### src/bk1_pkg.sv
// bk1_pkg: constants for the buck 1 wake/sleep configuration bank.
// assumes a 10 MHz system clock and a 32-bit AXI4-Lite register port.
package bk1_pkg;

  // register indices as printed; byte address is four times the index
  localparam logic [15:0] IDX_WAKE_CONFIG  = 16'h4058;
  localparam logic [15:0] IDX_SLEEP_CONFIG = 16'h4059;
  localparam int          ADDR_W           = 18;
  localparam logic [17:0] ADDR_WAKE_CONFIG  = {IDX_WAKE_CONFIG, 2'h0};
  localparam logic [17:0] ADDR_SLEEP_CONFIG = {IDX_SLEEP_CONFIG, 2'h0};

  // field positions, shared by both registers
  localparam int SLOT_LSB  = 13;
  localparam int SLOT_MSB  = 15;
  localparam int MODE_LSB  = 8;
  localparam int MODE_MSB  = 9;
  localparam int VHI_LSB   = 2;
  localparam int VHI_MSB   = 6;
  localparam int VLO_LSB   = 0;
  localparam int VLO_MSB   = 1;

  // values after reset
  localparam logic [2:0] RST_WAKE_SLOT   = 3'h0;
  localparam logic [1:0] RST_WAKE_MODE   = 2'h1;
  localparam logic [4:0] RST_WAKE_VHI    = 5'h00;
  localparam logic [1:0] RST_WAKE_VLO    = 2'h0;
  localparam logic [2:0] RST_SLEEP_SLOT  = 3'h0;
  localparam logic [1:0] RST_SLEEP_MODE  = 2'h3;
  localparam logic [6:0] RST_SLEEP_VCODE = 7'h00;

  // slot codes
  localparam logic [2:0] SLOT_NONE   = 3'h0;
  localparam logic [2:0] SLOT_LAST   = 3'h5;
  localparam logic [2:0] SLOT_HWEN1  = 3'h6;
  localparam logic [2:0] SLOT_HWEN2  = 3'h7;

  // operating modes
  typedef enum logic [1:0] {
    BK1_MODE_FCCM = 2'h0,
    BK1_MODE_AUTO = 2'h1,
    BK1_MODE_LDO  = 2'h2,
    BK1_MODE_HYST = 2'h3
  } bk1_opmode_t;

  // voltage mapping: codes up to 08h are 0.6 V, 68h and above 1.8 V
  localparam logic [6:0]  VCODE_FLOOR   = 7'h08;
  localparam logic [6:0]  VCODE_CEIL    = 7'h68;
  localparam logic [14:0] VOUT_MIN_100UV  = 15'h1770;  // 600.0 mV
  localparam logic [14:0] VOUT_STEP_100UV = 15'h007D;  // 12.5 mV
  localparam logic [6:0]  VCODE_4MHZ_MAX  = 7'h48;     // 1.4 V

  // AXI responses
  localparam logic [1:0] RESP_OKAY   = 2'h0;
  localparam logic [1:0] RESP_SLVERR = 2'h2;

endpackage

### src/bk1_config.sv
// bk1_config: buck 1 wake/sleep configuration registers and the
// per-timeslot enable / sleep-transition decode for the power sequencer.
// assumes an AXI4-Lite master on the system clock, a sequencer that gives
// a one-hot timeslot strobe, and a boot loader that pulses boot_load.
`timescale 1ns/1ps

module bk1_config (
  // clock and reset
  input  wire logic        clk,
  input  wire logic        rst_b,
  // axi4-lite write address
  input  wire logic        s_axi_awvalid,
  output logic             s_axi_awready,
  input  wire logic [17:0] s_axi_awaddr,
  input  wire logic [2:0]  s_axi_awprot,
  // axi4-lite write data
  input  wire logic        s_axi_wvalid,
  output logic             s_axi_wready,
  input  wire logic [31:0] s_axi_wdata,
  input  wire logic [3:0]  s_axi_wstrb,
  // axi4-lite write response
  output logic             s_axi_bvalid,
  input  wire logic        s_axi_bready,
  output logic [1:0]       s_axi_bresp,
  // axi4-lite read address
  input  wire logic        s_axi_arvalid,
  output logic             s_axi_arready,
  input  wire logic [17:0] s_axi_araddr,
  input  wire logic [2:0]  s_axi_arprot,
  // axi4-lite read data
  output logic             s_axi_rvalid,
  input  wire logic        s_axi_rready,
  output logic [31:0]      s_axi_rdata,
  output logic [1:0]       s_axi_rresp,
  // boot configuration store load
  input  wire logic        boot_load,
  input  wire logic [4:0]  boot_wake_vcode_hi,
  // power-state sequencer
  input  wire logic [4:0]  timeslot_strobe,
  input  wire logic        sleep_state,
  input  wire logic        hw_enable1,
  input  wire logic        hw_enable2,
  // converter control
  output logic             buck1_enable,
  output logic             buck1_sleep_applied,
  output logic [1:0]       buck1_opmode,
  output logic [6:0]       buck1_vcode,
  output logic [14:0]      buck1_vout_100uv,
  output logic             buck1_hw_controlled
);

  // register fields and their next values
  logic [2:0] buck1_wake_slot,    next_wake_slot;
  logic [1:0] buck1_wake_opmode,  next_wake_opmode;
  logic [4:0] wake_vcode_hi,      next_wake_vcode_hi;
  logic [1:0] wake_vcode_lo,      next_wake_vcode_lo;
  logic [2:0] buck1_sleep_slot,   next_sleep_slot;
  logic [1:0] buck1_sleep_opmode, next_sleep_opmode;
  logic [6:0] buck1_sleep_vcode,  next_sleep_vcode;
  logic [6:0] buck1_wake_vcode;

  // bus slave state and its next values
  logic        aw_held,  next_aw_held;
  logic        w_held,   next_w_held;
  logic [17:0] aw_addr,  next_aw_addr;
  logic [31:0] w_data,   next_w_data;
  logic [3:0]  w_strb,   next_w_strb;
  logic        bvalid,   next_bvalid;
  logic [1:0]  bresp,    next_bresp;
  logic        rvalid,   next_rvalid;
  logic [31:0] rdata,    next_rdata;
  logic [1:0]  rresp,    next_rresp;
  logic        do_write, wr_wake, wr_sleep;
  logic [15:0] wake_word, sleep_word;

  // converter state
  typedef enum logic [1:0] {
    bk1_off,
    bk1_on,
    bk1_on_sleep
  } bk1_state_t;
  bk1_state_t state, next_state;

  // slot decode helpers
  logic       wake_hit;
  logic       sleep_hit;
  logic       sleep_is_disable;
  logic       hw_level;
  logic [2:0] sleep_ts;
  logic [6:0] eff_vcode;
  logic [6:0] vlevel;
  logic [1:0] next_opmode;
  logic [14:0] next_vout;
  logic [21:0] vout_wide;

  assign buck1_wake_vcode = {wake_vcode_hi, wake_vcode_lo};
  assign wake_word  = {buck1_wake_slot, 3'h0, buck1_wake_opmode, 1'h0, buck1_wake_vcode};
  assign sleep_word = {buck1_sleep_slot, 3'h0, buck1_sleep_opmode, 1'h0, buck1_sleep_vcode};

  // handshake outputs; a held channel waits for its partner, and both stall
  // while a response is pending so only one write is ever in flight
  assign s_axi_awready = !aw_held && !bvalid;
  assign s_axi_wready  = !w_held && !bvalid;
  assign s_axi_arready = !rvalid;
  assign s_axi_bvalid  = bvalid;
  assign s_axi_bresp   = bresp;
  assign s_axi_rvalid  = rvalid;
  assign s_axi_rdata   = rdata;
  assign s_axi_rresp   = rresp;

  // write path: address and data taken in either order
  always_comb begin
    next_aw_held = aw_held;
    next_w_held  = w_held;
    next_aw_addr = aw_addr;
    next_w_data  = w_data;
    next_w_strb  = w_strb;
    next_bvalid  = bvalid;
    next_bresp   = bresp;
    if (s_axi_awvalid && s_axi_awready) begin
      next_aw_held = 1'b1;
      next_aw_addr = s_axi_awaddr;
    end
    if (s_axi_wvalid && s_axi_wready) begin
      next_w_held = 1'b1;
      next_w_data = s_axi_wdata;
      next_w_strb = s_axi_wstrb;
    end
    if (do_write) begin
      next_aw_held = 1'b0;
      next_w_held  = 1'b0;
      next_bvalid  = 1'b1;
      next_bresp   = (wr_wake || wr_sleep) ? bk1_pkg::RESP_OKAY : bk1_pkg::RESP_SLVERR;
    end else if (bvalid && s_axi_bready) begin
      next_bvalid = 1'b0;
    end
  end

  // commit one cycle after both halves are held
  assign do_write = aw_held && w_held && !bvalid;
  assign wr_wake  = do_write && (aw_addr[17:2] == bk1_pkg::IDX_WAKE_CONFIG);
  assign wr_sleep = do_write && (aw_addr[17:2] == bk1_pkg::IDX_SLEEP_CONFIG);

  always_ff @(posedge clk or negedge rst_b) begin
    if (!rst_b) begin
      aw_held <= 1'b0;
      w_held  <= 1'b0;
      aw_addr <= 18'h00000;
      w_data  <= 32'h00000000;
      w_strb  <= 4'h0;
      bvalid  <= 1'b0;
      bresp   <= 2'h0;
    end else begin
      aw_held <= next_aw_held;
      w_held  <= next_w_held;
      aw_addr <= next_aw_addr;
      w_data  <= next_w_data;
      w_strb  <= next_w_strb;
      bvalid  <= next_bvalid;
      bresp   <= next_bresp;
    end
  end

  // read path: data registered, one cycle after the address is taken
  always_comb begin
    next_rvalid = rvalid;
    next_rdata  = rdata;
    next_rresp  = rresp;
    if (s_axi_arvalid && s_axi_arready) begin
      next_rvalid = 1'b1;
      next_rresp  = bk1_pkg::RESP_OKAY;
      if (s_axi_araddr[17:2] == bk1_pkg::IDX_WAKE_CONFIG) begin
        next_rdata = {16'h0000, wake_word};
      end else if (s_axi_araddr[17:2] == bk1_pkg::IDX_SLEEP_CONFIG) begin
        next_rdata = {16'h0000, sleep_word};
      end else begin
        next_rdata = 32'h00000000;
        next_rresp = bk1_pkg::RESP_SLVERR;
      end
    end else if (rvalid && s_axi_rready) begin
      next_rvalid = 1'b0;
    end
  end

  always_ff @(posedge clk or negedge rst_b) begin
    if (!rst_b) begin
      rvalid <= 1'b0;
      rdata  <= 32'h00000000;
      rresp  <= 2'h0;
    end else begin
      rvalid <= next_rvalid;
      rdata  <= next_rdata;
      rresp  <= next_rresp;
    end
  end

  // register fields; byte lane 1 holds slot and mode, lane 0 the voltage code
  always_comb begin
    next_wake_slot     = buck1_wake_slot;
    next_wake_opmode   = buck1_wake_opmode;
    next_wake_vcode_hi = wake_vcode_hi;
    next_wake_vcode_lo = wake_vcode_lo;
    next_sleep_slot    = buck1_sleep_slot;
    next_sleep_opmode  = buck1_sleep_opmode;
    next_sleep_vcode   = buck1_sleep_vcode;
    if (wr_wake && w_strb[1]) begin
      next_wake_slot   = w_data[bk1_pkg::SLOT_MSB:bk1_pkg::SLOT_LSB];
      next_wake_opmode = w_data[bk1_pkg::MODE_MSB:bk1_pkg::MODE_LSB];
    end
    if (wr_wake && w_strb[0]) begin
      next_wake_vcode_hi = w_data[bk1_pkg::VHI_MSB:bk1_pkg::VHI_LSB];
      next_wake_vcode_lo = w_data[bk1_pkg::VLO_MSB:bk1_pkg::VLO_LSB];
    end
    // boot load reaches only the upper five bits and beats a same-cycle write
    if (boot_load) begin
      next_wake_vcode_hi = boot_wake_vcode_hi;
    end
    if (wr_sleep && w_strb[1]) begin
      next_sleep_slot   = w_data[bk1_pkg::SLOT_MSB:bk1_pkg::SLOT_LSB];
      next_sleep_opmode = w_data[bk1_pkg::MODE_MSB:bk1_pkg::MODE_LSB];
    end
    if (wr_sleep && w_strb[0]) begin
      next_sleep_vcode = w_data[6:0];
    end
  end

  always_ff @(posedge clk or negedge rst_b) begin
    if (!rst_b) begin
      buck1_wake_slot    <= bk1_pkg::RST_WAKE_SLOT;
      buck1_wake_opmode  <= bk1_pkg::RST_WAKE_MODE;
      wake_vcode_hi      <= bk1_pkg::RST_WAKE_VHI;
      wake_vcode_lo      <= bk1_pkg::RST_WAKE_VLO;
      buck1_sleep_slot   <= bk1_pkg::RST_SLEEP_SLOT;
      buck1_sleep_opmode <= bk1_pkg::RST_SLEEP_MODE;
      buck1_sleep_vcode  <= bk1_pkg::RST_SLEEP_VCODE;
    end else begin
      buck1_wake_slot    <= next_wake_slot;
      buck1_wake_opmode  <= next_wake_opmode;
      wake_vcode_hi      <= next_wake_vcode_hi;
      wake_vcode_lo      <= next_wake_vcode_lo;
      buck1_sleep_slot   <= next_sleep_slot;
      buck1_sleep_opmode <= next_sleep_opmode;
      buck1_sleep_vcode  <= next_sleep_vcode;
    end
  end

  // slot decode; strobe bit n-1 stands for timeslot n
  always_comb begin
    wake_hit         = 1'b0;
    sleep_ts         = 3'h0;
    sleep_hit        = 1'b0;
    sleep_is_disable = 1'b0;
    if (buck1_wake_slot != bk1_pkg::SLOT_NONE && buck1_wake_slot <= bk1_pkg::SLOT_LAST) begin
      wake_hit = timeslot_strobe[buck1_wake_slot - 3'h1];
    end
    case (buck1_sleep_slot)
      3'h0: sleep_ts = 3'h5;
      3'h6: sleep_ts = 3'h3;
      3'h7: sleep_ts = 3'h1;
      default: begin
        sleep_ts         = 3'h6 - buck1_sleep_slot;
        sleep_is_disable = 1'b1;
      end
    endcase
    sleep_hit = timeslot_strobe[sleep_ts - 3'h1];
  end

  assign buck1_hw_controlled = (buck1_wake_slot == bk1_pkg::SLOT_HWEN1) ||
                               (buck1_wake_slot == bk1_pkg::SLOT_HWEN2);
  assign hw_level = (buck1_wake_slot == bk1_pkg::SLOT_HWEN1) ? hw_enable1 : hw_enable2;

  // converter state; sleep settings drop as soon as the wake state returns
  always_comb begin
    next_state = state;
    case (state)
      bk1_off: begin
        if (buck1_hw_controlled) begin
          if (hw_level) begin
            next_state = bk1_on;
          end
        end else if (!sleep_state && wake_hit) begin
          next_state = bk1_on;
        end
      end
      bk1_on: begin
        if (buck1_hw_controlled && !hw_level) begin
          next_state = bk1_off;
        end else if (sleep_state && sleep_hit) begin
          if (sleep_is_disable && !buck1_hw_controlled) begin
            next_state = bk1_off;
          end else begin
            next_state = bk1_on_sleep;
          end
        end
      end
      bk1_on_sleep: begin
        if (buck1_hw_controlled && !hw_level) begin
          next_state = bk1_off;
        end else if (!sleep_state) begin
          next_state = bk1_on;
        end
      end
      default: next_state = bk1_off;
    endcase
  end

  always_ff @(posedge clk or negedge rst_b) begin
    if (!rst_b) begin
      state <= bk1_off;
    end else begin
      state <= next_state;
    end
  end

  // effective settings from the state being entered, so they settle with enable
  always_comb begin
    eff_vcode   = buck1_wake_vcode;
    next_opmode = buck1_wake_opmode;
    if (next_state == bk1_on_sleep) begin
      eff_vcode   = buck1_sleep_vcode;
      next_opmode = buck1_sleep_opmode;
    end
    // clamp both ends of the code range before scaling
    if (eff_vcode <= bk1_pkg::VCODE_FLOOR) begin
      vlevel = 7'h00;
    end else if (eff_vcode >= bk1_pkg::VCODE_CEIL) begin
      vlevel = bk1_pkg::VCODE_CEIL - bk1_pkg::VCODE_FLOOR;
    end else begin
      vlevel = eff_vcode - bk1_pkg::VCODE_FLOOR;
    end
    vout_wide = {15'h0000, vlevel} * {7'h00, bk1_pkg::VOUT_STEP_100UV};
    next_vout = bk1_pkg::VOUT_MIN_100UV + vout_wide[14:0];
  end

  // registered outputs toward the sequencer and analogue control
  always_ff @(posedge clk or negedge rst_b) begin
    if (!rst_b) begin
      buck1_enable        <= 1'b0;
      buck1_sleep_applied <= 1'b0;
      buck1_opmode        <= bk1_pkg::RST_WAKE_MODE;
      buck1_vcode         <= 7'h00;
      buck1_vout_100uv    <= bk1_pkg::VOUT_MIN_100UV;
    end else begin
      buck1_enable        <= (next_state != bk1_off);
      buck1_sleep_applied <= (next_state == bk1_on_sleep);
      buck1_opmode        <= next_opmode;
      buck1_vcode         <= eff_vcode;
      buck1_vout_100uv    <= next_vout;
    end
  end

endmodule

### config.mk
export PLATFORM = sky130hd
export DESIGN_NAME = bk1_config
export DESIGN_NICKNAME = d
export VERILOG_FILES = /design/src/bk1_pkg.sv /design/src/bk1_config.sv
export SDC_FILE = /design/constraint.sdc
export NUM_CORES = 1
export LEC_CHECK = 0
export BUFFER_PORTS_ARGS = -buffer_cell sky130_fd_sc_hd__clkbuf_2
export CAP_MARGIN = 0
export CORE_ASPECT_RATIO = 0.75
export CORE_UTILIZATION = 53
export DETAILED_ROUTE_END_ITERATION = 12
export GPL_ROUTABILITY_DRIVEN = 1
export PLACE_DENSITY_LB_ADDON = 0.15
export SLEW_MARGIN = 40
export SYNTH_ARGS = -nofsm -noshare
export SYNTH_HDL_FRONTEND = slang
export SYNTH_SLANG_ARGS = --single-unit
### constraint.sdc
create_clock -name clk -period 9.2 [get_ports clk]
set_input_delay 0.92 -clock clk [delete_from_list [all_inputs] [get_ports clk]]
set_output_delay 0.92 -clock clk [all_outputs]
set_load 0.02 [all_outputs]
# Word-level counts from Yosys, hierarchy flattened
# Cells that the tools add are included.
# totals
register_bits,128
inputBits,99
output_inout_bits,68
elab_cells,120
# classes
n_addsub,5
multipliers,1
n_lt_le_gt_ge,5
n_eq_ne,11
n_mux,36
reduce_logical,39
# op_table
op,count
16-bit by 15-bit equality test with 1-bit output (second input constant),4
16-bit two-way mux,2
2-bit two-way mux,12
7-bit two-way mux,3
1-bit logical AND,20
13-bit by 14-bit adder with 15-bit output (first input constant),1
7-bit by 7-bit multiplier with 14-bit output (second input constant),1
1-bit two-way mux,13
3-bit equality test (second input constant),4
2-bit nonzero test,6
5-bit two-way mux,2
3-bit one-hot mux with 3 select lines,1
3-bit by 4-bit less-than comparator with 1-bit output (second input constant),2
7-bit >= comparator (second input constant),1
7-bit by 4-bit <= comparator with 1-bit output (second input constant),1
1-bit logical NOT,7
7-bit by 4-bit subtractor with 7-bit output (second input constant),1
1-bit binary-select mux with 3-bit select,2
2-bit one-hot mux with 3 select lines,1
3-bit by 1-bit subtractor with 3-bit output (second input constant),2
2-bit equality test (second input constant),2
3-bit <= comparator (second input constant),1
3-bit logical NOT,1
3-bit nonzero test,1
other kinds (5),6

# Depth between registers and ports, before layout
# depth
word_depth,16
mapped_depth,31
depth_no_buf,30

# Least setup slack after synthesis
# Ideal clock, no wire load.
# synth_timing
path_kind,input -> register
startpoint,input hw_enable2
endpoint,register buck1_vout_100uv[14]
setup_time_ns,0.147
arrival_time_ns,6.962
required_time_ns,9.053
slack_ns,2.091
stages,29
n_path_buf,1
path_cell_list,nand4bb_1 nand3_1 a2111o_1 o21ai_4 buf_6 mux2i_1 inv_1 ha_1 nand2_1 or2_2 o2111a_1 a2bb2oi_4 nand2_1 fa_1 inv_1 ha_1 inv_1 fa_1 inv_1 fa_1 inv_1 fa_1 nor2b_1 o21ai_0 a21boi_0 o21ai_0 a21oi_1 o21a_1 o311ai_0
# synth_via
elab_chain_len,12
elab_cells_between_ends,17
cone_classes,add/sub: 2; mul: 1; order compare: 2; eq/ne: 1; mux: 9; reduce/logical: 2
# synth_rtl
item,line,rtl
from (decl),bk1_config.sv:42,"input wire logic hw_enable2,"
1-bit two-way mux (*),bk1_config.sv:270,assign hw_level = (buck1_wake_slot == bk1_pkg::SLOT_HWEN1) ? hw_enable1 : hw_enable2;
1-bit logical NOT,"bk1_config.sv:286, bk1_config.sv:297",
1-bit logical AND,"bk1_config.sv:286, bk1_config.sv:297",
2-bit two-way mux (on tied branches),"bk1_config.sv:297, bk1_config.sv:286",
2-bit one-hot mux with 3 select lines (*),bk1_config.sv:275,case (state)
net next_state[1],bk1_config.sv:82,"bk1_state_t state, next_state;"
2-bit equality test (*),bk1_config.sv:319,if (next_state == bk1_on_sleep) begin
7-bit two-way mux (*),bk1_config.sv:319,
net eff_vcode[3],bk1_config.sv:90,logic [6:0] eff_vcode;
7-bit by 4-bit subtractor with 7-bit output or 7-bit >= comparator (tied branches),"bk1_config.sv:329, bk1_config.sv:326",
7-bit two-way mux,bk1_config.sv:326,end else if (eff_vcode >= bk1_pkg::VCODE_CEIL) begin
7-bit two-way mux (*),bk1_config.sv:324,if (eff_vcode <= bk1_pkg::VCODE_FLOOR) begin
7-bit by 7-bit multiplier with 14-bit output (*),bk1_config.sv:331,"vout_wide = {15'h0000, vlevel} * {7'h00, bk1_pkg::VOUT_STEP_100UV};"
13-bit by 14-bit adder with 15-bit output (*),bk1_config.sv:332,next_vout = bk1_pkg::VOUT_MIN_100UV + vout_wide[14:0];
net next_vout[14],bk1_config.sv:93,logic [14:0] next_vout;
to (signal assigned),bk1_config.sv:342,buck1_vout_100uv <= bk1_pkg::VOUT_MIN_100UV;
to (signal assigned),bk1_config.sv:348,buck1_vout_100uv <= next_vout;
to (decl),bk1_config.sv:48,"output logic [14:0] buck1_vout_100uv,"
# The timed path passes the listed nets; every way through them passes the cells marked *.
# A chain may end at the register's enable or synchronous reset.

# Final worst setup path
# layout_timing
startpoint,register buck1_sleep_slot[0]
endpoint,register buck1_vout_100uv[14]
# layout_via
elab_chain_len,16
elab_cells_between_ends,25
cone_classes,add/sub: 4; mul: 1; order compare: 2; eq/ne: 3; mux: 11; reduce/logical: 4
# layout_rtl
item,line,rtl
from (decl),bk1_config.sv:57,"logic [2:0] buck1_sleep_slot, next_sleep_slot;"
from (signal assigned),bk1_config.sv:233,buck1_sleep_slot <= bk1_pkg::RST_SLEEP_SLOT;
from (signal assigned),bk1_config.sv:241,buck1_sleep_slot <= next_sleep_slot;
"3-bit subtractor, or another cell as far along",bk1_config.sv:261,sleep_ts = 3'h6 - buck1_sleep_slot;
3-bit one-hot mux with 3 select lines,bk1_config.sv:256,case (buck1_sleep_slot)
3-bit by 1-bit subtractor with 3-bit output,bk1_config.sv:265,sleep_hit = timeslot_strobe[sleep_ts - 3'h1];
1-bit binary-select mux with 3-bit select,bk1_config.sv:265,
1-bit two-way mux (not written as such),bk1_config.sv:265,
1-bit logical AND,bk1_config.sv:288,end else if (sleep_state && sleep_hit) begin
2-bit two-way mux (*),bk1_config.sv:288,
2-bit two-way mux (*),bk1_config.sv:286,if (buck1_hw_controlled && !hw_level) begin
[2 not listed],--,
7-bit two-way mux (*),bk1_config.sv:319,
net eff_vcode[3],bk1_config.sv:90,
7-bit by 4-bit subtractor with 7-bit output or 7-bit >= comparator (tied branches),"bk1_config.sv:329, bk1_config.sv:326",
7-bit two-way mux,bk1_config.sv:326,
7-bit two-way mux (*),bk1_config.sv:324,
7-bit by 7-bit multiplier with 14-bit output (*),bk1_config.sv:331,
13-bit by 14-bit adder with 15-bit output (*),bk1_config.sv:332,
net next_vout[14],bk1_config.sv:93,
# The timed path passes the listed nets; every way through them passes the cells marked *. The select of a mux whose other input is x is not followed.

==> results.ini <==
[clocking]
cts_resized=0
path_clk_slew_ns=0.07
cts_htree_levels=3
cts_hold_buf=0
cts-root-buf=clkbuf_16
cts_inserted_buffers=9
clk_path_buf_depth=2
clock_sinks=100
cts_tree=done
clkLatencyLatePin_ns=0.34
post-cts-setup-buffers=0

[logic_synthesis]
synth.most_common_cell=dfrtp_1
synthTopCellsByArea=dfrtp_1 37%, ha_1 10%, mux2_2 9.4%
synth_enable_flop_cells=0
netlist_instances=531
ys.flop_type=dfrtp_1
synth_top_cell_by_area=dfrtp_1
async_reset_ff_share_pct=100
yosysTopAreaCellShare_pct=37.3
syn_area_per_cell_um2=11.2
yosysSeqAreaShare_pct=42.2
ys.warnings.count=0
netlist_area_um2=5970
ys_types=64
synth-seq-cells=100
yosys-top-cells-count=89 x dfrtp_1, 59 x inv_1, 50 x mux2_2, 49 x ha_1, 34 x nand2_1

[floorplanning]
die_height_um=93.9
ioPinCount=167
start_util_pct=54.5
die_w_um=125
core_um2=10900
die-area_um2=11700
rows=33

[global_routing]
antenna_found_initial=0
grt_pass1_vias=4124
grt_max_degree=74
grt_pass1_wl_um=20300
grt-ovfl-total=0
track_usage_pct=22.1

[routing]
ant_nets=0
drt_iter0_markers=154
first_pass_iters=4
viasPerCell=5.24
drt-wirelength-per-cell_um=14.8
drc=0
num_vias=4126
wirelength_um=11700

[place]
numPortBuffers=112
hpwl_um=9170
place_ws_ns=1.00
gp_congestion=0.820

[sta]
worst_pin_slew_ns=0.660
finalMaxSlewViolations=0
max_freq_ghz=0.124
fin_ws_ns=1.13
setup_tns_ns=0
hold_viol_final=0
finalSetupViolations=0
rsz0062_at_grt=no
skew_ns=0.00703
timing.hold.ws_ns=0.480
layout_min_cycle_time_ns=8.07
max_slew_margin_pct=55.9
post-route-period-util_pct=87.7

[power_and_ir_drop]
intPower_w=0.00142
p_comb_share_pct=55.0
ir_drop_uv=248
seq_power_share_pct=27.8
swShare_pct=40.1
p_sw_w=0.000953
p_per_area_nw_per_um2=344
leakagePower_nw=3.54
clkPwrFrac_pct=17.3

[setup_path]
path_class=reg -> reg
critPathMaxFanout=17
crit_path_start_kind=flip-flop
required_ns=9.42
worst_r2r_startpoint=buck1_sleep_slot[0]
cp_slowest_cell=o21ai_4
end_kind=flip-flop
cpPeakStageDelay_ns=0.57
cp_data_arrival_time_ns=8.29
crit_start=buck1_sleep_slot[0]

[layout]
seqCellArea_um2=2520
area_delta_synth_final_pct=15.8
nNetsFinal=809
nFillCells=883
multiInputGateArea_um2=3080
drive_gt1_share_pct=31.6
antenna_cells=0

[min_path]
hold_path.class=in -> async

[outcome]
status=finished clean

[job]
drv_cap=0

## power groups by stage
stage / Combinational [W] / Sequential, W / Clock, W
after CTS: 0.00132 / 0.000660 / 0.000422
after floorplan: 0.00101 / 0.000697 / 0
final: 0.00131 / 0.000659 / 0.000410
after detailed placement: 0.00131 / 0.000667 / 0
after global routing: 0.00154 / 0.000677 / 0.000438
after global placement: 0.00128 / 0.000661 / 0
## registers in the layout (all words and copies together) (netlist names), 2 cells and up
signal              cells
s_axi_rdata            12
w_strb                  2
wake_vcode_lo           2
w_data                 12
wake_vcode_hi           5
buck1_wake_opmode       2
buck1_sleep_slot        3
buck1_opmode            2
buck1_vout_100uv       15
buck1_vcode             7
buck1_wake_slot         3
buck1_sleep_opmode      2
aw_addr                16
buck1_sleep_vcode       7
state                   2
## per-stage QoR
step                      utilization, %  instances  instance area [um^2]  power (W)
final                               63.1        788                  6910    0.00238
after global routing                63.1        788                  6910    0.00265
after CTS                           63.1        788                  6910    0.00240
after detailed placement            60.2        772                  6590    0.00197
after global placement              60.2        772                  6580    0.00194
after floorplan                        -        552                  6050    0.00171
## critical path, delay by kind of cell, from the launching register on
kind	cells	cell delay, ns
adders and majority gates	7	2.80
AOI/OAI and AO/OA	10	2.65
and+or+nand+nor	6	1.28
DFF	1	0.49
muxes	1	0.40
buffers and inverters	4	0.33
## area by class of cell
cell class / count / share of cell area [%]
clock buffers: 10 / 3.31
clock inverters: 6 / 1.36
inverters: 60 / 3.26
multi-input cells: 357 / 44.6
flip-flops and latches: 100 / 36.4
well taps: 140 / 2.54
repair buffers: 115 / 8.53
## logic make-up after synthesis
kind of cell,count (synthesis),synth area share [%]
simple gates,112,10.1
xor+xnor,7,1.03
mux,79,14.8
other cells,1,0.0628
buf+inv,95,7.53
fa+ha+maj,67,16.3
flops,100,42.2
compound gates,70,7.99
## worst paths after layout
| path | end | slack (ns) | cells past startpoint |
|---|---|---|---|
| min | buck1_vout_100uv[7] | 0.48 | 1 |
| max in group asynchronous | buck1_vout_100uv[3] | 7.73 | 2 |
| max | buck1_vout_100uv[14] | 1.13 | 28 |
| max reg2reg | buck1_vout_100uv[14] | 1.13 | 28 |
| min in group clk | s_axi_rdata[15] | 0.48 | 2 |
| min reg2reg | s_axi_rdata[15] | 0.48 | 2 |
## cells in the final DEF, fill, tap and decap left out, types with 11 or more instances in the layout
cell,netlist,routed
o21ai_0,29,29
inv_1,59,59
clkbuf_2,0,111
dfstp_2,11,11
nor2_1,13,13
fa_1,18,18
a21oi_1,12,12
mux2_2,50,50
conb_1,1,22
nand2_1,34,34
ha_1,49,49
mux2i_1,25,25
dfrtp_1,89,89
## per-layer routing
metal | vias to the layer above | GRT usage (%) | share of wire (%) | wire [um]
met4 | 0 | 5.42 | 0.33 | 38
li1 | 1989 | - | - | -
met2 | 141 | 34.2 | 43 | 5080
met3 | 2 | 5.87 | 6.4 | 751
met1 | 1994 | 30.9 | 50 | 5820
met5 | - | 0 | 0 | 0
Note: power is estimated with default switching activity, not from simulation.
